$ cat config.mk
export PLATFORM = sky130hd
export DESIGN_NAME = ipv_top
export DESIGN_NICKNAME = d
export VERILOG_FILES = /design/src/ipv_pkg.sv /design/src/ipv_prio_resolve.sv /design/src/ipv_axil_slave.sv /design/src/ipv_top.sv
export VERILOG_INCLUDE_DIRS = /design/src
export SDC_FILE = /design/constraint.sdc
export NUM_CORES = 1
export LEC_CHECK = 0
export BUFFER_PORTS_ARGS = -buffer_cell sky130_fd_sc_hd__buf_2
export CAP_MARGIN = 20
export CORE_MARGIN = 3
export CORE_UTILIZATION = 45
export DETAILED_ROUTE_END_ITERATION = 10
export PLACE_DENSITY = 0.73
export SETUP_SLACK_MARGIN = 0.02
export SYNTH_ARGS = -nofsm -noshare
export SYNTH_HDL_FRONTEND = slang
export SYNTH_SLANG_ARGS = --single-unit
$ cat constraint.sdc
create_clock -name core_clk -period 10.1 [get_ports core_clk]
set_input_delay 1.515 -clock core_clk [delete_from_list [all_inputs] [get_ports core_clk]]
set_output_delay 1.515 -clock core_clk [all_outputs]
set_load 0.1 [all_outputs]
$ cat src/ipv_cfg.svh
// Register map, field positions, reset values and vector tables
`ifndef IPV_CFG_SVH
`define IPV_CFG_SVH
`define IPV_PMC_OFS 16'h103c
`define IPV_EN_OFS 16'h1040
`define IPV_STAT_OFS 16'h1044
`define IPV_PSEL_RST 4'h6
`define IPV_BOOT_BIT 7
`define IPV_SPEC_BIT 6
`define IPV_MODEA_BIT 5
`define IPV_VISCTL_BIT 4
`define IPV_SCI_EN_LSB 16
`define IPV_SCI_RX 0
`define IPV_SCI_TXE 1
`define IPV_SCI_TXC 2
`define IPV_SCI_IDLE 3
`define IPV_STAT_IDX_LSB 16
`define IPV_STAT_VALID_BIT 24
`define IPV_STAT_RXF_BIT 25
`define IPV_CAP_DLY 2'h2
`define IPV_PSEL_LAST_DIRECT 4'h4
`define IPV_PSEL_IRQ 4'h6
`define IPV_IDX_TOV 4'ha
`define IPV_IDX_IRQ 4'h0
`define IPV_VEC_HI 8'hff
`define IPV_VEC_MTBL {8'hd6, 8'hd8, 8'hda, 8'hdc, 8'hde, 8'he0, 8'he2, \
  8'he4, 8'he6, 8'he8, 8'hea, 8'hec, 8'hee, 8'hf0, 8'hf2}
`define IPV_VEC_NTBL {8'hf6, 8'hf8, 8'hf4, 8'hfa, 8'hfc, 8'hfe}
`define IPV_RESP_OKAY 2'h0
`define IPV_RESP_SLVERR 2'h2
`endif

$ cat src/ipv_pkg.sv
// Shared types for the interrupt priority and vector unit
`default_nettype none
package ipv_pkg;
  typedef struct packed {
    logic awvalid;
    logic [15:0] awaddr;
    logic wvalid;
    logic [31:0] wdata;
    logic [3:0] wstrb;
    logic bready;
    logic arvalid;
    logic [15:0] araddr;
    logic rready;
  } ipv_axi_req_t;
  typedef struct packed {
    logic awready;
    logic wready;
    logic bvalid;
    logic [1:0] bresp;
    logic arready;
    logic rvalid;
    logic [31:0] rdata;
    logic [1:0] rresp;
  } ipv_axi_rsp_t;
  typedef struct packed {
    logic valid;
    logic [15:0] addr;
    logic [31:0] data;
    logic [3:0] strb;
  } ipv_wr_t;
  typedef struct packed {
    logic reset_req;
    logic clkmon_fail;
    logic cop_timeout;
    logic illegal_op;
    logic swi;
  } ipv_nm_t;
  typedef struct packed {
    logic rx_full_set;
    logic overrun;
    logic tx_empty;
    logic tx_done;
    logic idle_line;
    logic status_rd;
    logic data_rd;
  } ipv_sci_t;
  typedef struct packed {
    logic aw_held;
    logic [15:0] aw_addr;
    logic w_held;
    logic [31:0] w_data;
    logic [3:0] w_strb;
    logic bvalid;
    logic [1:0] bresp;
    logic rvalid;
    logic [31:0] rdata;
    logic [1:0] rresp;
  } ipv_slv_st_t;
  typedef struct packed {
    logic [3:0] psel;
    logic boot_rd;
    logic spec_mode;
    logic mode_a;
    logic vis_ctl;
    logic [1:0] cap_cnt;
    logic captured;
    logic pina_s1;
    logic pina_s2;
    logic pinb_s1;
    logic pinb_s2;
    logic irq_s1;
    logic irq_s2;
    logic nmi_s1;
    logic nmi_s2;
    logic [13:1] en;
    logic [3:0] sci_en;
    logic rxf;
    logic rxf_armed;
    logic vec_valid;
    logic vec_mask;
    logic [4:0] vec_idx;
    logic [15:0] vec_addr;
  } ipv_st_t;
endpackage
`default_nettype wire

$ cat src/ipv_prio_resolve.sv
// Fixed-order maskable priority pick with one promoted source
`timescale 1ns/100ps
`default_nettype none
module ipv_prio_resolve #(
  parameter int N = 15
) (
  input wire logic [N-1:0] req,
  input wire logic [3:0] promo,
  output logic hit,
  output logic [3:0] idx
);
  if (N < 2 || N > 16) begin : g_chk
    $error("ipv_prio_resolve: N must be 2 to 16");
  end

  always_comb begin
    hit = |req;
    idx = '0;
    for (int i = N - 1; i >= 0; i--) begin
      if (req[i]) begin
        idx = 4'(i);
      end
    end
    // Promotion only reorders; index (and so vector) stays the source's
    if (int'(promo) < N && req[promo]) begin
      idx = promo;
    end
  end
endmodule
`default_nettype wire

$ cat src/ipv_axil_slave.sv
// AXI4-Lite slave front end producing a register write strobe and read address
`timescale 1ns/100ps
`default_nettype none
`include "ipv_cfg.svh"
module ipv_axil_slave (
  input wire logic clk,
  input wire logic rst,
  input wire ipv_pkg::ipv_axi_req_t req,
  output var ipv_pkg::ipv_axi_rsp_t rsp,
  output var ipv_pkg::ipv_wr_t wr,
  input wire logic wr_hit,
  output logic [15:0] rd_addr,
  input wire logic [31:0] rd_data,
  input wire logic rd_hit
);
  import ipv_pkg::*;
  ipv_slv_st_t q, n;
  logic aw_now, w_now, do_wr, do_rd;

  always_comb begin
    aw_now = q.aw_held | req.awvalid;
    w_now = q.w_held | req.wvalid;
    // Hold a new write until the previous response has been taken
    do_wr = aw_now & w_now & ~q.bvalid;
    do_rd = req.arvalid & ~q.rvalid;
    wr.valid = do_wr;
    wr.addr = q.aw_held ? q.aw_addr : req.awaddr;
    wr.data = q.w_held ? q.w_data : req.wdata;
    wr.strb = q.w_held ? q.w_strb : req.wstrb;
    rd_addr = req.araddr;
    n = q;
    if (do_wr) begin
      n.aw_held = 1'b0;
      n.w_held = 1'b0;
      n.bvalid = 1'b1;
      n.bresp = wr_hit ? `IPV_RESP_OKAY : `IPV_RESP_SLVERR;
    end else begin
      if (!q.aw_held && req.awvalid) begin
        n.aw_held = 1'b1;
        n.aw_addr = req.awaddr;
      end
      if (!q.w_held && req.wvalid) begin
        n.w_held = 1'b1;
        n.w_data = req.wdata;
        n.w_strb = req.wstrb;
      end
      if (req.bready) begin
        n.bvalid = 1'b0;
      end
    end
    if (do_rd) begin
      n.rvalid = 1'b1;
      n.rdata = rd_data;
      n.rresp = rd_hit ? `IPV_RESP_OKAY : `IPV_RESP_SLVERR;
    end else if (req.rready) begin
      n.rvalid = 1'b0;
    end
  end

  always_comb begin
    rsp.awready = ~q.aw_held;
    rsp.wready = ~q.w_held;
    rsp.bvalid = q.bvalid;
    rsp.bresp = q.bresp;
    rsp.arready = ~q.rvalid;
    rsp.rvalid = q.rvalid;
    rsp.rdata = q.rdata;
    rsp.rresp = q.rresp;
  end

  always_ff @(posedge clk or posedge rst) begin
    if (rst) begin
      q <= '0;
    end else begin
      q <= n;
    end
  end
endmodule
`default_nettype wire

$ cat src/ipv_top.sv
// Interrupt priority, vector selection and mode/priority control register
// Summary of operation
// - Special-mode flag = inverted second mode pin
// - Mode-A latch = first mode pin at release
// - Boot-ROM bit only live in special modes
// - Expanded modes: control bit shows internal reads
// - Other modes: control bit gates E-clock pin
// - Promote field raises one maskable source
// - Promote field writable only with I set
// - Codes 0-4: timer ovf, PA ovf/edge, SPI, SCI
// - Codes 5 and 6 promote external request
// - Codes 7-15: periodic, captures, compares, shared
// - Eighteen-plus vectors serve all sources, some shared
// - Maskable sources only while I clear
// - Trap, software and nonmaskable ignore I
// - Five SCI causes, one vector, four enables (receive-full and overrun share one)
// - Receive-full clears on status then data read
// - SPI, PA edge, PA ovf, timer ovf vectors
// - Timer capture/compare vectors fixed descending
// - Reset loads promote field with external request
// - Promotion keeps other sources' order and all vector addresses
`timescale 1ns/100ps
`default_nettype none
`include "ipv_cfg.svh"
module ipv_top #(
  parameter int NSRC = 15
) (
  input wire logic core_clk,
  input wire logic rst,
  input wire ipv_pkg::ipv_axi_req_t axi_req,
  output var ipv_pkg::ipv_axi_rsp_t axi_rsp,
  input wire logic mode_pin_first,
  input wire logic mode_pin_second,
  input wire logic irq_pin_n,
  input wire logic nonmaskable_request_pin_n,
  input wire logic cond_i_mask,
  input wire logic cond_x_mask,
  input wire ipv_pkg::ipv_nm_t nm_req,
  input wire logic [13:1] periph_flag,
  input wire ipv_pkg::ipv_sci_t sci,
  output logic vec_valid,
  output logic [15:0] vec_addr,
  output logic receive_full_flag,
  output logic special_mode_flag,
  output logic mode_a_latch,
  output logic boot_rom_read_bit,
  output logic read_vis_en,
  output logic eclk_out_en
);
  import ipv_pkg::*;

  if (NSRC != 15) begin : g_chk
    $error("ipv_top: vector table serves exactly 15 maskable sources");
  end

  localparam logic [119:0] MTBL = `IPV_VEC_MTBL;
  localparam logic [47:0] NTBL = `IPV_VEC_NTBL;
  localparam ipv_st_t ST_RST = '{
    psel: `IPV_PSEL_RST,
    irq_s1: 1'b1,
    irq_s2: 1'b1,
    nmi_s1: 1'b1,
    nmi_s2: 1'b1,
    default: '0
  };

  ipv_st_t q, n;
  ipv_wr_t wr;
  logic [15:0] rd_addr;
  logic [31:0] rd_data;
  logic wr_hit, rd_hit;
  logic [NSRC-1:0] m_req, m_eff;
  logic [3:0] promo_idx, m_idx;
  logic m_hit;
  logic [5:0] nm_vec;
  logic nm_any;
  logic [2:0] nm_idx;
  logic sci_any;
  logic pmc_wr, en_wr;
  logic [31:0] wmask;

  function automatic logic reg_hit(input logic [15:0] a);
    return a == `IPV_PMC_OFS || a == `IPV_EN_OFS || a == `IPV_STAT_OFS;
  endfunction

  // Codes map to fixed-order index; reserved code acts as external request
  function automatic logic [3:0] psel_index(input logic [3:0] p);
    if (p <= `IPV_PSEL_LAST_DIRECT) begin
      return `IPV_IDX_TOV + p;
    end else if (p <= `IPV_PSEL_IRQ) begin
      return `IPV_IDX_IRQ;
    end
    return p - `IPV_PSEL_IRQ;
  endfunction

  function automatic logic [2:0] first_set(input logic [5:0] v);
    logic [2:0] k;
    k = '0;
    for (int i = 5; i >= 0; i--) begin
      if (v[i]) begin
        k = 3'(i);
      end
    end
    return k;
  endfunction

  function automatic logic [31:0] lane_mask(input logic [3:0] s);
    logic [31:0] m;
    m = '0;
    for (int i = 0; i < 4; i++) begin
      m[i*8 +: 8] = {8{s[i]}};
    end
    return m;
  endfunction

  ipv_axil_slave u_slave (
    .clk(core_clk),
    .rst(rst),
    .req(axi_req),
    .rsp(axi_rsp),
    .wr(wr),
    .wr_hit(wr_hit),
    .rd_addr(rd_addr),
    .rd_data(rd_data),
    .rd_hit(rd_hit)
  );

  ipv_prio_resolve #(
    .N(NSRC)
  ) u_resolve (
    .req(m_eff),
    .promo(promo_idx),
    .hit(m_hit),
    .idx(m_idx)
  );

  always_comb begin
    // One vector pair for all five serial causes
    sci_any = (q.rxf | sci.overrun) & q.sci_en[`IPV_SCI_RX]
      | sci.tx_empty & q.sci_en[`IPV_SCI_TXE]
      | sci.tx_done & q.sci_en[`IPV_SCI_TXC]
      | sci.idle_line & q.sci_en[`IPV_SCI_IDLE];
    m_req = {sci_any, periph_flag & q.en, ~q.irq_s2};
    m_eff = cond_i_mask ? '0 : m_req;
    promo_idx = psel_index(q.psel);
    // Pin request still obeys X; I never blocks these
    nm_vec = {nm_req.swi, nm_req.illegal_op,
      ~q.nmi_s2 & ~cond_x_mask, nm_req.cop_timeout,
      nm_req.clkmon_fail, nm_req.reset_req};
    nm_any = |nm_vec;
    nm_idx = first_set(nm_vec);
    wr_hit = reg_hit(wr.addr);
    rd_hit = reg_hit(rd_addr);
    pmc_wr = wr.valid && wr.addr == `IPV_PMC_OFS && wr.strb[0];
    en_wr = wr.valid && wr.addr == `IPV_EN_OFS;
    wmask = lane_mask(wr.strb);
  end

  always_comb begin
    rd_data = '0;
    if (rd_addr == `IPV_PMC_OFS) begin
      rd_data[7:0] = {q.boot_rd, q.spec_mode, q.mode_a, q.vis_ctl, q.psel};
    end else if (rd_addr == `IPV_EN_OFS) begin
      rd_data[13:1] = q.en;
      rd_data[`IPV_SCI_EN_LSB +: 4] = q.sci_en;
    end else if (rd_addr == `IPV_STAT_OFS) begin
      rd_data[15:0] = q.vec_addr;
      rd_data[`IPV_STAT_IDX_LSB +: 5] = q.vec_idx;
      rd_data[`IPV_STAT_VALID_BIT] = q.vec_valid;
      rd_data[`IPV_STAT_RXF_BIT] = q.rxf;
    end
  end

  always_comb begin
    n = q;
    // Pins are asynchronous: two stages before anything reads them
    n.pina_s1 = mode_pin_first;
    n.pina_s2 = q.pina_s1;
    n.pinb_s1 = mode_pin_second;
    n.pinb_s2 = q.pinb_s1;
    n.irq_s1 = irq_pin_n;
    n.irq_s2 = q.irq_s1;
    n.nmi_s1 = nonmaskable_request_pin_n;
    n.nmi_s2 = q.nmi_s1;
    // Strap capture waits for the synchronisers to fill after release
    if (!q.captured) begin
      n.cap_cnt = q.cap_cnt + 2'h1;
      if (q.cap_cnt == `IPV_CAP_DLY) begin
        n.cap_cnt = q.cap_cnt;
        n.captured = 1'b1;
        n.spec_mode = ~q.pinb_s2;
        n.mode_a = q.pina_s2;
        n.boot_rd = ~q.pinb_s2 & ~q.pina_s2;
        n.vis_ctl = ~q.pinb_s2 & q.pina_s2;
      end
    end
    if (pmc_wr) begin
      n.vis_ctl = wr.data[`IPV_VISCTL_BIT];
      if (q.spec_mode) begin
        n.boot_rd = wr.data[`IPV_BOOT_BIT];
      end
      // Changing order while I is clear could race the CPU fetch
      if (cond_i_mask) begin
        n.psel = wr.data[3:0];
      end
    end
    if (!n.spec_mode) begin
      n.boot_rd = 1'b0;
    end
    if (en_wr) begin
      n.en = (q.en & ~wmask[13:1]) | (wr.data[13:1] & wmask[13:1]);
      n.sci_en = (q.sci_en & ~wmask[`IPV_SCI_EN_LSB +: 4])
        | (wr.data[`IPV_SCI_EN_LSB +: 4] & wmask[`IPV_SCI_EN_LSB +: 4]);
    end
    if (sci.data_rd && q.rxf_armed) begin
      n.rxf = 1'b0;
      n.rxf_armed = 1'b0;
    end else if (sci.status_rd && q.rxf) begin
      n.rxf_armed = 1'b1;
    end
    // A new character in the clearing cycle is kept
    if (sci.rx_full_set) begin
      n.rxf = 1'b1;
    end
    n.vec_valid = nm_any | m_hit;
    if (nm_any) begin
      n.vec_mask = 1'b0;
      n.vec_idx = {2'b10, nm_idx};
      n.vec_addr = {`IPV_VEC_HI, NTBL[{nm_idx, 3'b000} +: 8]};
    end else if (m_hit) begin
      n.vec_mask = 1'b1;
      n.vec_idx = {1'b0, m_idx};
      n.vec_addr = {`IPV_VEC_HI, MTBL[{m_idx, 3'b000} +: 8]};
    end
  end

  always_ff @(posedge core_clk or posedge rst) begin
    if (rst) begin
      q <= ST_RST;
    end else begin
      q <= n;
    end
  end

  assign vec_valid = q.vec_valid;
  assign vec_addr = q.vec_addr;
  assign receive_full_flag = q.rxf;
  assign special_mode_flag = q.spec_mode;
  assign mode_a_latch = q.mode_a;
  assign boot_rom_read_bit = q.boot_rd;
  assign read_vis_en = q.mode_a & q.vis_ctl;
  // Expanded modes always drive E; bit is "not E" otherwise
  assign eclk_out_en = q.mode_a | ~q.vis_ctl;
endmodule
`default_nettype wire

# Yosys cells after proc, flatten, opt, wreduce, memory -nomap -nowiden
# Index checks and enable logic that the tools add are counted.
[op_classes]
n_addsub = 3
magnitude_cmp = 4
eq_ne = 8
shift = 2
mux = 66
bitwise_logic = 41
reduce_logical = 30
[ops]
columns = ["cell", "count"]
rows = [
  ["$shiftx A120 B8 Y8 const A", 1],
  ["$eq A16 B13 Y1 const B", 6],
  ["$mux W4", 20],
  ["$mux W21", 3],
  ["$shiftx A48 B7 Y8 const A", 1],
  ["$and A13 B13 Y13", 3],
  ["$mux W37", 1],
  ["$mux W13", 2],
  ["$mux W3", 7],
  ["$mux W20", 1],
  ["$mux W1", 19],
  ["$mux W17", 1],
  ["$mux W16", 1],
  ["$reduce_bool A2 Y1", 8],
  ["$mux W15", 1],
  ["$reduce_or A15 Y1", 1],
  ["$mux W7", 2],
  ["$not A1 Y1", 13],
  ["$not A13 Y13", 1],
  ["$or A13 B13 Y13", 1],
  ["$mux W2", 6],
  ["$reduce_and A2 Y1", 6],
  ["$and A1 B1 Y1", 11],
  ["$and A4 B4 Y4", 2],
  ["other kinds (17)", 36],
]
[totals]
reg_bits = 143
input_bits = 106
word_cells = 186

# Depth between registers and ports, before layout
# Gate-level depths: netlist of run 1.
[depth]
depth_word = 25
mapped_depth = 12
depth_no_buf = 12

# Modules after synthesis
# Synthesis of run 1 repeated with hierarchy kept, for this count alone.
[hier_totals]
hier_cells = 649
area_unflattened_um2 = 7927.6
[modules_own_cells]
columns = ["module", "n_inst", "cells_per_inst", "area_per_inst_um2", "seq_area_each_um2"]
rows = [
  ["ipv_axil_slave", 1, 317, 4548.1, 2252.2],
  ["ipv_top", 1, 283, 3006.6, 1283.7],
  ["ipv_prio_resolve", 1, 49, 372.9, 0.0],
]

# Least setup slack after synthesis of run 1
# OpenSTA, ideal clock, no wires.
[synth_timing]
path_type = "input to register"
start = "input periph_flag[10] (netlist bit)"
end = "register q, in the netlist vec_addr[3]"
setup_time_ps = 118
arrival_ps = 3488
path_slack_ps = 6493
stages = 11
path_cell_list = "nand3b_1 a211oi_1 a311oi_1 or4b_4 o221a_4 nand2b_1 mux2i_1 ha_1 a21oi_1 a21oi_1 a21o_1"
[synth_between]
elab_chain_cells = 17
word_cells_on_any_way = 22
classes_between = "shift: 1; mux: 17; bitwise: 1; reduce/logical: 3"
[synth_lines]
columns = ["item", "line", "text"]
rows = [
  ["from (decl)", "ipv_top.sv:39", "input wire logic [13:1] periph_flag,"],
  ["$and A13 B13 Y13 (*)", "ipv_top.sv:143", "m_req = {sci_any, periph_flag & q.en, ~q.irq_s2};"],
  ["$mux W15 (*)", "ipv_top.sv:144", "m_eff = cond_i_mask ? '0 : m_req;"],
  ["$mux W4 (11 in series)", "ipv_prio_resolve.sv:20", "if (req[i]) begin"],
  ["$mux W4", "ipv_prio_resolve.sv:25", "if (int'(promo) < N && req[promo]) begin"],
  ["$shiftx A120 B8 Y8", "ipv_top.sv:233", "n.vec_addr = {`IPV_VEC_HI, MTBL[{m_idx, 3'b000} +: 8]};"],
  ["$mux W21", "ipv_top.sv:230", "end else if (m_hit) begin"],
  ["$mux W21", "ipv_top.sv:226", "if (nm_any) begin"],
  ["to (signal assigned)", "ipv_top.sv:241", "q <= n;"],
  ["to (decl)", "ipv_top.sv:67", "ipv_st_t q, n;"],
]
# Every way passes the cells marked *; elsewhere a longest branch is shown, timed or not. The select of a mux whose other input is x is not followed.
# A chain may end at the register's enable or synchronous reset.

# Worst setup path after layout of run 1
# Ends and elaborated chain as after synthesis.

==> out/qor.yml, run 1 <==
outcome:
  status: "finished clean"
grt:
  grt_pass1_wl_um: 23180
  use_met1: 0.2586
  grt_use_met3: 0.06408
  grt_usage: 0.2044
  grt_use_met2: 0.3196
  grt_max_degree: 84
  overflow: 0
  grt_busiest_layer: "met2"
  grt_pass1_vias: 4687
  grt_antenna_before_repair: 2
yosys:
  synth-edff-count: 0
  synthCells: 590
  seq_area_frac_synth: 0.4904
  synth_flop_cell: "dfrtp_1"
  synth_area_um2: 5934
  yosys_warnings: 0
  postSynthAreaPerCell_um2: 10.06
  ys_types: 54
  synth-async-reset-ratio: 1.000
  synth-seq-cells: 116
timing:
  slew_headroom: 0.2943
  hold_viol_final: 0
  finalClockSkew_ns: 0.009824
  slew_viol_final: 0
  setup_viol: 0
  setup_tns_ns: 0
  fin_crit_ns: 3.630
  max_freq_mhz: 275.5
  fin_crit_sh: 0.3594
  tightest_slew_ns: 1.050
  grt_setup_unrepaired: "no"
power:
  pwr-share-seq: 0.374
  power.internal_uw: 1149
  p_sw_frac: 0.2957
  switchingPower_uw: 482.5
  finalPower_uw: 1632
  power_leakage_uw: 0.003282
  power.share.clock: 0.394
  max-vdd-ir-drop_mv: 0.1917
  combPwrFrac: 0.232
  powerDensity_nw_per_um2: 228.8
placed_design:
  port_buffers: 142
  post-dp-hpwl_um: 11020
  placed_cells: 843
  gp_congestion: 0.8612
  place_area_um2: 6435
clock_network:
  hold_buffers: 0
  path_clk_slew_ns: 0.05
  tritoncts: "done"
  cts.sinks: 116
  cts_buffers: 17
  insertion_delay_ns: 0.41
  post_cts_resized: 0
  htree_num_levels: 4
  clockRootBuffer: "clkbuf_16"
  postCtsSetupBuffers: 0
  clk_path_buf_depth: 2
critical_path:
  cp_common_cell: "a21oi_1"
  slowest_stage: "or4b_4"
  critPathKind: "in -> reg"
  ff2ff_path_depth: 11
  critPathLaunchType: "primary input"
  crit_fanout: 3
  endpoint_kind: "register"
  worstPathCellList: "buf_2 -> nand3b_1 -> a211oi_1 -> a311oi_1 -> or4b_4 -> o221a_4 -> nand2b_1 -> mux2i_1 -> ha_1 -> a21oi_1 -> a21oi_1 -> a21o_1"
  arrival_ns: 3.93
  max_stage_delay_ns: 0.58
  worst-endpoint-required_ns: 10.40
route:
  via_per_inst: 5.401
  routed_wl_um: 14580
  wire_per_inst_um: 16.60
  drt_iter0_markers: 295
  dr.pass1.iters: 5
  vias: 4742
  final_antenna_net_count: 0
  drc: 0
min_path:
  hold_path_depth: 0
  hold_class: "reg -> reg"
layout:
  fill_cells: 1105
  design_area_um2: 7131
  drive_above_1_share: 0.3305
  final_cell_count_no_fill: 878
  fin_nets: 801
  area_growth_pct: 20.16
floorplan:
  die-area_um2: 14600
  rows: 41
  die_x_um: 120.8
  initial_core_util: 0.4646
  ios: 170
  core_um2: 12770
  die_y_um: 120.8
run:
  max-cap-violations: 0
-- power groups by stage --
stage | Clock, µW | Sequential [µW] | Combinational [µW]
after floorplan | 0 | 604 | 311
after global placement | 0 | 608 | 366
after detailed placement | 0 | 617 | 378
after CTS | 653 | 609 | 378
after global routing | 677 | 621 | 406
final | 643 | 610 | 378
-- cells in the final DEF, fill, tap and decap left out, types with 4 or more instances in the layout --
cell type / instances
a21o_1: 5
a21oi_1: 26
buf_2: 142
bufinv_16: 4
clkbuf_16: 17
clkbuf_8: 4
conb_1: 12
dfrtp_1: 110
dfstp_2: 6
inv_1: 13
mux2_2: 44
mux2i_1: 32
nand2_1: 88
nand2b_1: 7
nand3_1: 14
nand3b_1: 5
nor2_1: 31
nor3_1: 10
nor4_1: 7
nor4b_1: 4
o21ai_0: 44
o31ai_1: 12
-- worst max-delay path, delay by kind of cell --
| kind | cells | cell delay, ns |
|---|---|---|
| compound gates | 6 | 0.86 |
| fa+ha+maj | 1 | 0.29 |
| buf+inv | 1 | 0.12 |
| mux | 1 | 0.37 |
| simple gates | 3 | 0.77 |
-- registers in the layout, indices dropped and copies added (netlist names), 4 cells and up --
| register | count |
|---|---|
| n | 4 |
| vec_addr | 7 |
| u_slave.rsp | 26 |
| u_slave.q | 39 |
| q | 35 |
-- worst paths after layout --
kind / start / endpoint / slack [ns]
max: periph_flag[10] / vec_addr[3] / 6.47
min: n[46] / q[46] / 0.35
max reg2reg: q[58] / vec_addr[3] / 6.85
min reg2reg: n[46] / q[46] / 0.35
max in group asynchronous: rst / vec_addr[7] / 7.92
min in group asynchronous: rst / u_slave.q[78] / 1.10
-- logic make-up after synthesis --
kind of cell | after synthesis | share of synthesized area
multiplexers | 76 | 0.1375
buffers and inverters | 89 | 0.09171
other | 1 | 0.0006319
adder cells (fa/ha/maj) | 3 | 0.006326
AO/OA/AOI/OAI | 119 | 0.1271
XOR/XNOR | 1 | 0.001476
AND/OR/NAND/NOR | 185 | 0.1448
flip-flops | 116 | 0.4904
-- Yosys cell counts (all sizes together), types with 2 or more instances --
| cell | count | area [µm²] |
|---|---|---|
| a211oi | 4 | 35.03 |
| a21boi | 4 | 33.78 |
| a21o | 5 | 37.54 |
| a21oi | 26 | 130.1 |
| a221o | 2 | 20.02 |
| a311oi | 3 | 26.28 |
| a31oi | 2 | 12.51 |
| a32oi | 2 | 17.52 |
| and2 | 3 | 18.77 |
| and3 | 2 | 12.51 |
| buf | 59 | 431.7 |
| clkbuf | 16 | 60.06 |
| dfrtp | 110 | 2753 |
| dfstp | 6 | 157.7 |
| ha | 3 | 37.54 |
| inv | 14 | 52.55 |
| mux2 | 44 | 495.5 |
| mux2i | 32 | 320.3 |
| nand2 | 88 | 330.3 |
| nand2b | 7 | 43.79 |
| nand3 | 14 | 70.07 |
| nand3b | 5 | 37.54 |
| nand4 | 3 | 18.77 |
| nor2 | 31 | 116.4 |
| nor2b | 2 | 12.51 |
| nor3 | 10 | 50.05 |
| nor3b | 2 | 15.01 |
| nor4 | 7 | 43.79 |
| nor4b | 4 | 35.03 |
| o211ai | 2 | 15.01 |
| o21ai | 46 | 234.0 |
| o22ai | 2 | 12.51 |
| o31a | 2 | 17.52 |
| o31ai | 12 | 90.09 |
| or3 | 3 | 18.77 |
-- metal layers --
metal / vias to the layer above / share of wire
li1: 2232 / -
met1: 2278 / 0.43
met2: 201 / 0.46
met3: 29 / 0.076
met4: 2 / 0.029
met5: - / 0.00048
-- area by class of cell --
type                    count  area, µm²  share of cell area
well taps                 172      215.2             0.03018
inverters                  14      55.05            0.007721
repair buffers            147      788.3              0.1105
multi-input cells         396       2521              0.3536
clock inverters             8      146.4             0.02053
flip-flops and latches    116       2910              0.4081
diodes                      1      2.502           0.0003509
clock buffers              24      491.7             0.06896
-- through the flow --
stage	util	hold slack (ns)	worst slack (ns)
3_3_place_gp	0.5038	0.3385	6.125
5_1_grt	0.5582	0.3501	6.285
3_5_place_dp	0.5038	0.3365	6.074
4_1_cts	0.5537	0.3491	6.507
2_1_floorplan	-	0.3312	5.523
6_report	0.5582	0.3483	6.470
(Power assumes the default switching activity.)
==> inputs of run 2 (changes only) <==
--- a/config.mk
+++ b/config.mk
@@ -11,7 +11,7 @@
 export CORE_MARGIN = 3
 export CORE_UTILIZATION = 45
 export DETAILED_ROUTE_END_ITERATION = 10
-export PLACE_DENSITY = 0.73
+export PLACE_DENSITY = 0.75
 export SETUP_SLACK_MARGIN = 0.02
 export SYNTH_ARGS = -nofsm -noshare
 export SYNTH_HDL_FRONTEND = slang
==> constraint.sdc (replaced) <==
create_clock -name core_clk -period 3.12 [get_ports core_clk]
set_input_delay 0.468 -clock core_clk [delete_from_list [all_inputs] [get_ports core_clk]]
set_output_delay 0.468 -clock core_clk [all_outputs]
set_load 0.1 [all_outputs]
==> out/qor.yml, run 2 (synthesis results as in run 1) <==
route:
  routed_wl_um: 15030  # was 14580 µm
  wl_met1_um: 6411  # was 6271 µm
  drc: 0  # unchanged
  routed-wl-met3_um: 1102  # was 1108 µm
  dr.pass1.iters: 5  # unchanged
  via_per_inst: 5.444  # was 5.401
  wl_met2_um: 6909  # was 6765 µm
  wire_per_inst_um: 17.05  # was 16.60 µm
  topRoutingLayerUsed: "met5"  # unchanged
  final_antenna_net_count: 0  # unchanged
  vias: 4802  # was 4742
  drt_iter0_markers: 356  # was 295
power:
  combPwrFrac: 0.227  # was 0.232
  power.internal_uw: 3871  # was 1149 µW
  pwr-share-seq: 0.363  # was 0.374
  max-vdd-ir-drop_mv: 0.6303  # was 0.1917 mV
  power_leakage_uw: 0.003314  # was 0.003282 µW
  p_sw_frac: 0.2880  # was 0.2957
  powerDensity_nw_per_um2: 754.3  # was 228.8 nW/µm²
  power.share.clock: 0.410  # was 0.394
  switchingPower_uw: 1566  # was 482.5 µW
grt:
  grt_usage: 0.2117  # was 0.2044
  grt_pass1_wl_um: 23760  # was 23180 µm
  grt_pass1_vias: 4837  # was 4687
  overflow: 0  # unchanged
  grt_antenna_before_repair: 2  # unchanged
  grt_max_degree: 64  # was 84
floorplan:
  ios: 170  # unchanged
  die_y_um: 120.8  # unchanged
  core_um2: 12770  # unchanged
  initial_core_util: 0.4646  # unchanged
  die_x_um: 120.8  # unchanged
  rows: 41  # unchanged
  die-area_um2: 14600  # unchanged
placed_design:
  gp_congestion: 0.8809  # was 0.8612
  place_area_um2: 6501  # was 6435 µm²
  post-dp-hpwl_um: 11260  # was 11020 µm
  post-place-ws_ns: 0.07860  # was 6.074 ns
  port_buffers: 142  # unchanged
  placed_cells: 850  # was 843
critical_path:
  max_stage_delay_ns: 0.60  # was 0.58 ns
  crit_end: "vec_addr[3]"  # unchanged
  worstReg2RegStart: "q[59]"  # was q[58]
  critPathKind: "reg -> reg"  # was in -> reg
  arrival_ns: 3.28  # was 3.93 ns
  crit_cells: 11  # was 12
  cp_common_cell: "a21oi_1"  # unchanged
  critPathBufInv: 0  # was 1
  ff2ff_path_depth: 11  # unchanged
  endpoint_kind: "register"  # unchanged
  cp_top_family: "compound AO/OA/AOI/OAI gates"  # unchanged
  crit_fanout: 6  # was 3
  cp-startpoint: "q[59]"  # was periph_flag[10]
  r2r-end: "vec_addr[3]"  # unchanged
  critPathLaunchType: "register"  # was primary input
  slowest_stage: "dfstp_2"  # was or4b_4
  reg2reg_slack_ns: 0.14  # was 6.85 ns
  worstPathCellList: "ha_4 -> a211oi_1 -> a311oi_1 -> or4b_4 -> o221a_4 -> nand2b_1 -> mux2i_2 -> ha_1 -> a21oi_1 -> a21oi_1 -> a21o_1"  # was buf_2 -> nand3b_1 -> a211oi_1 -> a311oi_1 -> or4b_4 -> o221a_4 -> nand2b_1 -> mux2i_1 -> ha_1 -> a21oi_1 -> a21oi_1 -> a21o_1
  worst-endpoint-required_ns: 3.42  # was 10.40 ns
run:
  max-cap-violations: 0  # unchanged
min_path:
  hold_class: "in -> async"  # was reg -> reg
layout:
  fill_cells: 1108  # was 1105
  final_cell_count_no_fill: 882  # was 878
  largest_register_ffs: 39  # unchanged
  drive_above_1_share: 0.3408  # was 0.3305
  n_antenna_cell: 0  # was 1
  area_growth_pct: 21.44  # was 20.16%
  design_area_um2: 7207  # was 7131 µm²
  final_common_cell: "buf_2"  # unchanged
  mostFrequentLayoutCells: "142 x buf_2, 110 x dfrtp_1, 88 x nand2_1"  # unchanged
  fin_nets: 807  # was 801
  utilization: 0.5642  # was 0.5582
  largest_register: "u_slave.q"  # unchanged
timing:
  slew_headroom: 0.4706  # was 0.2943
  tightest_slew_ns: 0.7919  # was 1.050 ns
  fin_crit_ns: 2.976
  hold_viol_final: 0  # unchanged
  setup_viol: 0  # unchanged
  max_freq_mhz: 336.1
  holdWs_ns: 0.08888  # was 0.3483 ns
  finalClockSkew_ns: 0.008172  # was 0.009824 ns
  slew_viol_final: 0  # unchanged
  fin_ws_ns: 0.1444  # was 6.470 ns
  fin_crit_sh: 0.9537
clock_network:
  clk_path_buf_depth: 2  # unchanged
  clockRootBuffer: "clkbuf_16"  # unchanged
  cts_buffers: 17  # unchanged
  insertion_delay_ns: 0.42  # was 0.41 ns
  cts.sinks: 116  # unchanged
  path_clk_slew_ns: 0.05  # about the same
  htree_num_levels: 4  # unchanged
  tritoncts: "done"  # unchanged
outcome:
  status: "finished clean"  # unchanged
run 2: timing repair:
item	4_1_cts	5_1_grt
hold endpoints to repair	0	0
gates resized for setup	0	2
hold buffers	0	0
buffers inserted	0	1
setup endpoints to repair	0	2
run 2: final cells by class:
type,instances,area [µm²],share of cell area
Sequential cell,116,2910,0.4038
Multi-Input combinational cell,396,2537,0.3521
Timing Repair Buffer,153,805.8,0.1118
Clock buffer,22,484.2,0.06719
Tap cell,172,215.2,0.02986
Clock inverter,9,197.7,0.02743
Inverter,14,56.30,0.007813
run 2: power groups by stage:
| stage | sequential [µW] | clock, µW | combinational [µW] |
|---|---|---|---|
| 2_1_floorplan | 1960 | 0 | 1010 |
| 3_3_place_gp | 1970 | 0 | 1190 |
| 3_5_place_dp | 1990 | 0 | 1240 |
| 4_1_cts | 1970 | 2270 | 1240 |
| 5_1_grt | 2000 | 2360 | 1320 |
| 6_report | 1970 | 2230 | 1230 |
run 2: per-stage QoR:
step	setup TNS [ns]	total power, µW
after floorplan	0	2963
after CTS	0	5477
after detailed placement	0	3228
final	0	5436
after global placement	0	3158
after global routing	-0.06596	5684
run 2: worst register-to-register path: cells and delay by family, from the launching register on:
kind | cells | cell delay, ns
adders and majority gates | 2 | 0.49
AOI/OAI and AO/OA | 6 | 0.79
DFF | 1 | 0.60
and+or+nand+nor | 2 | 0.70
muxes | 1 | 0.27
run 2: how the worst min path moves through the flow:
stage,from,endpoint,cells after the start
floorplan,n[46],q[46],0
global placement,n[46],q[46],0
detailed placement,n[48],q[48],0
CTS,rst,u_slave.q[39],2
global route,rst,u_slave.q[39],2
finish,rst,u_slave.q[39],2
run 2: metal layers:
metal  GRT usage  vias to the layer above
li1            -                     2233
met1      0.2569                     2292
met2      0.3387                      230
met3     0.06595                       43
met4      0.1091                        4
met5           0                        -
==> inputs of run 3 (changes only) <==
--- a/config.mk
+++ b/config.mk
@@ -9,9 +9,10 @@
 export BUFFER_PORTS_ARGS = -buffer_cell sky130_fd_sc_hd__buf_2
 export CAP_MARGIN = 20
 export CORE_MARGIN = 3
-export CORE_UTILIZATION = 45
+export CORE_UTILIZATION = 47
 export DETAILED_ROUTE_END_ITERATION = 10
-export PLACE_DENSITY = 0.75
+export HOLD_SLACK_MARGIN = 0.12
+export PLACE_DENSITY = 0.78
 export SETUP_SLACK_MARGIN = 0.02
 export SYNTH_ARGS = -nofsm -noshare
 export SYNTH_HDL_FRONTEND = slang
==> out/qor.yml, run 3 (synthesis results as in run 1) <==
outcome:
  status: "finished clean"  # unchanged
placed_design:
  post-dp-hpwl_um: 11270  # was 11260 µm
  port_buffers: 142  # unchanged
  gp_congestion: 0.9178  # was 0.8809
  placed_cells: 845  # was 850
  post-place-ws_ns: 0.06073  # was 0.07860 ns
critical_path:
  critPathLaunchType: "register"  # unchanged
  r2r-end: "vec_addr[3]"  # unchanged
  worstReg2RegStart: "q[58]"  # was q[59]
  critPathKind: "reg -> reg"  # unchanged
  reg2reg_slack_ns: 0.22  # was 0.14 ns
  endpoint_kind: "register"  # unchanged
  ff2ff_path_depth: 11  # unchanged
  worst-endpoint-required_ns: 3.41  # was 3.42 ns
  crit_fanout: 5  # was 6
  arrival_ns: 3.20  # was 3.28 ns
floorplan:
  die-area_um2: 14010  # was 14600 µm²
  die_x_um: 118.4  # was 120.8 µm
  ios: 170  # unchanged
  rows: 40  # was 41
  core_um2: 12160  # was 12770 µm²
  die_y_um: 118.4  # was 120.8 µm
  initial_core_util: 0.4880  # was 0.4646
clock_network:
  cts.sinks: 116  # unchanged
  hold_buffers: 0  # unchanged
  cts_buffers: 17  # unchanged
  htree_num_levels: 4  # unchanged
  clk_path_buf_depth: 2  # unchanged
  clockRootBuffer: "clkbuf_16"  # unchanged
  insertion_delay_ns: 0.40  # was 0.42 ns
  tritoncts: "done"  # unchanged
  path_clk_slew_ns: 0.06  # was 0.05 ns
min_path:
  hold_class: "in -> async"  # unchanged
grt:
  overflow: 0  # unchanged
  grt_pass1_wl_um: 24330  # was 23760 µm
  grt_usage: 0.2183  # was 0.2117
  grt_pass1_vias: 4908  # was 4837
  grt_max_degree: 59  # was 64
  grt_antenna_before_repair: 2  # unchanged
timing:
  slew_headroom: 0.5044  # was 0.4706
  setup_viol: 0  # unchanged
  finalClockSkew_ns: 0.006879  # was 0.008172 ns
  max_freq_mhz: 344.3  # was 336.1 MHz
  fin_crit_ns: 2.904  # was 2.976 ns
  setup_tns_ns: 0  # unchanged
  slew_viol_final: 0  # unchanged
  fin_ws_ns: 0.2155  # was 0.1444 ns
  fin_crit_sh: 0.9309  # was 0.9537
  grt_setup_unrepaired: "no"
  hold_viol_final: 0  # unchanged
  tightest_slew_ns: 0.7413  # was 0.7919 ns
layout:
  largest_register: "u_slave.q"  # unchanged
  n_antenna_cell: 0  # unchanged
  final_common_cell: "buf_2"  # unchanged
  final_cell_count_no_fill: 878  # was 882
  mostFrequentLayoutCells: "142 x buf_2, 109 x dfrtp_1, 88 x nand2_1"  # was 142 x buf_2, 110 x dfrtp_1, 88 x nand2_1
  utilization: 0.5861  # was 0.5642
  drive_above_1_share: 0.3437  # was 0.3408
  fill_cells: 1012  # was 1108
  largest_register_ffs: 39  # unchanged
  fin_nets: 806  # was 807
  area_growth_pct: 20.11  # was 21.44%
route:
  final_antenna_net_count: 0  # unchanged
  routed_wl_um: 15160  # was 15030 µm
  vias: 4840  # was 4802
  dr.pass1.iters: 5  # unchanged
  drc: 0  # unchanged
  drt_iter0_markers: 396  # was 356
  wire_per_inst_um: 17.26  # was 17.05 µm
  via_per_inst: 5.513  # was 5.444
power:
  finalPower_uw: 5135  # was 5436 µW
  powerDensity_nw_per_um2: 720.4  # was 754.3 nW/µm²
  power_leakage_uw: 0.003270  # was 0.003314 µW
  max-vdd-ir-drop_mv: 0.6667  # was 0.6303 mV
run:
  max-cap-violations: 0  # unchanged
run 3: cell types whose count changed in the layout (fill, tap and decap cells not counted), sizes merged:
cell / delta
clkinvlp: +2
buf: -1
clkbuf: -3
clkinv: +4
bufinv: -3
inv: +1
run 3: layer usage:
layer	routed length [µm]	up-vias	GRT usage	share of wire
met2	7209	235	0.3551	0.48
met1	6118	2323	0.2627	0.40
li1	-	2239	-	-
met5	21	-	0	0.0014
met3	1318	39	0.06842	0.087
met4	488	4	0.1070	0.032
run 3: report_power, final:
group / internal, µW / leakage, µW / total (µW) / switching, µW
clock network: 1250 / 0.000283 / 1940 / 684
logic: 502 / 0.00156 / 1220 / 721
registers: 1800 / 0.00142 / 1980 / 178
total: 3550 / 0.00327 / 5140 / 1580
run 3: worst max-delay path: stages, from the launching register on:
cell	delay (ns)
dfstp_2	0.53
ha_2	0.30
a211oi_2	0.21
a311oi_1	0.08
or4b_4	0.57
o221a_4	0.15
nand2b_4	0.08
mux2i_2	0.24
ha_1	0.26
a21oi_1	0.15
a21oi_1	0.06
a21o_1	0.16
run 3: worst max-delay path by stage:
| stage | from | endpoint | slack, ns |
|---|---|---|---|
| floorplan | receive_full_flag | vec_addr[3] | 0.06 |
| global placement | q[59] | vec_addr[3] | 0.15 |
| detailed placement | q[59] | vec_addr[3] | 0.06 |
| CTS | q[59] | vec_addr[3] | 0.03 |
| global route | q[58] | vec_addr[3] | 0.07 |
| finish | q[58] | vec_addr[3] | 0.22 |
run 3: area by class of cell:
type                       count  area, µm²  share of cell area
multi-input combinational    396       2540              0.3563
sequential                   116       2912              0.4085
clock inverter                13      158.9             0.02229
inverter                      14      56.30            0.007899
tap                          168      210.2             0.02949
clock buffer                  19      432.9             0.06073
timing repair buffer         152      818.3              0.1148
run 3: what timing repair did:
action                                  in CTS  in global routing
gates resized for setup                      0                  5
endpoints found under the setup margin       0                  2
setup buffers                                0                  1
run 3: per-stage QoR:
| step | hold slack (ns) | instance area [µm²] |
|---|---|---|
| finish | 0.1522 | 7128 |
| detailed placement | 0.3347 | 6509 |
| global route | 0.1466 | 7128 |
| floorplan | 0.3312 | 5979 |
| CTS | 0.1488 | 7101 |
| global placement | 0.3361 | 6481 |
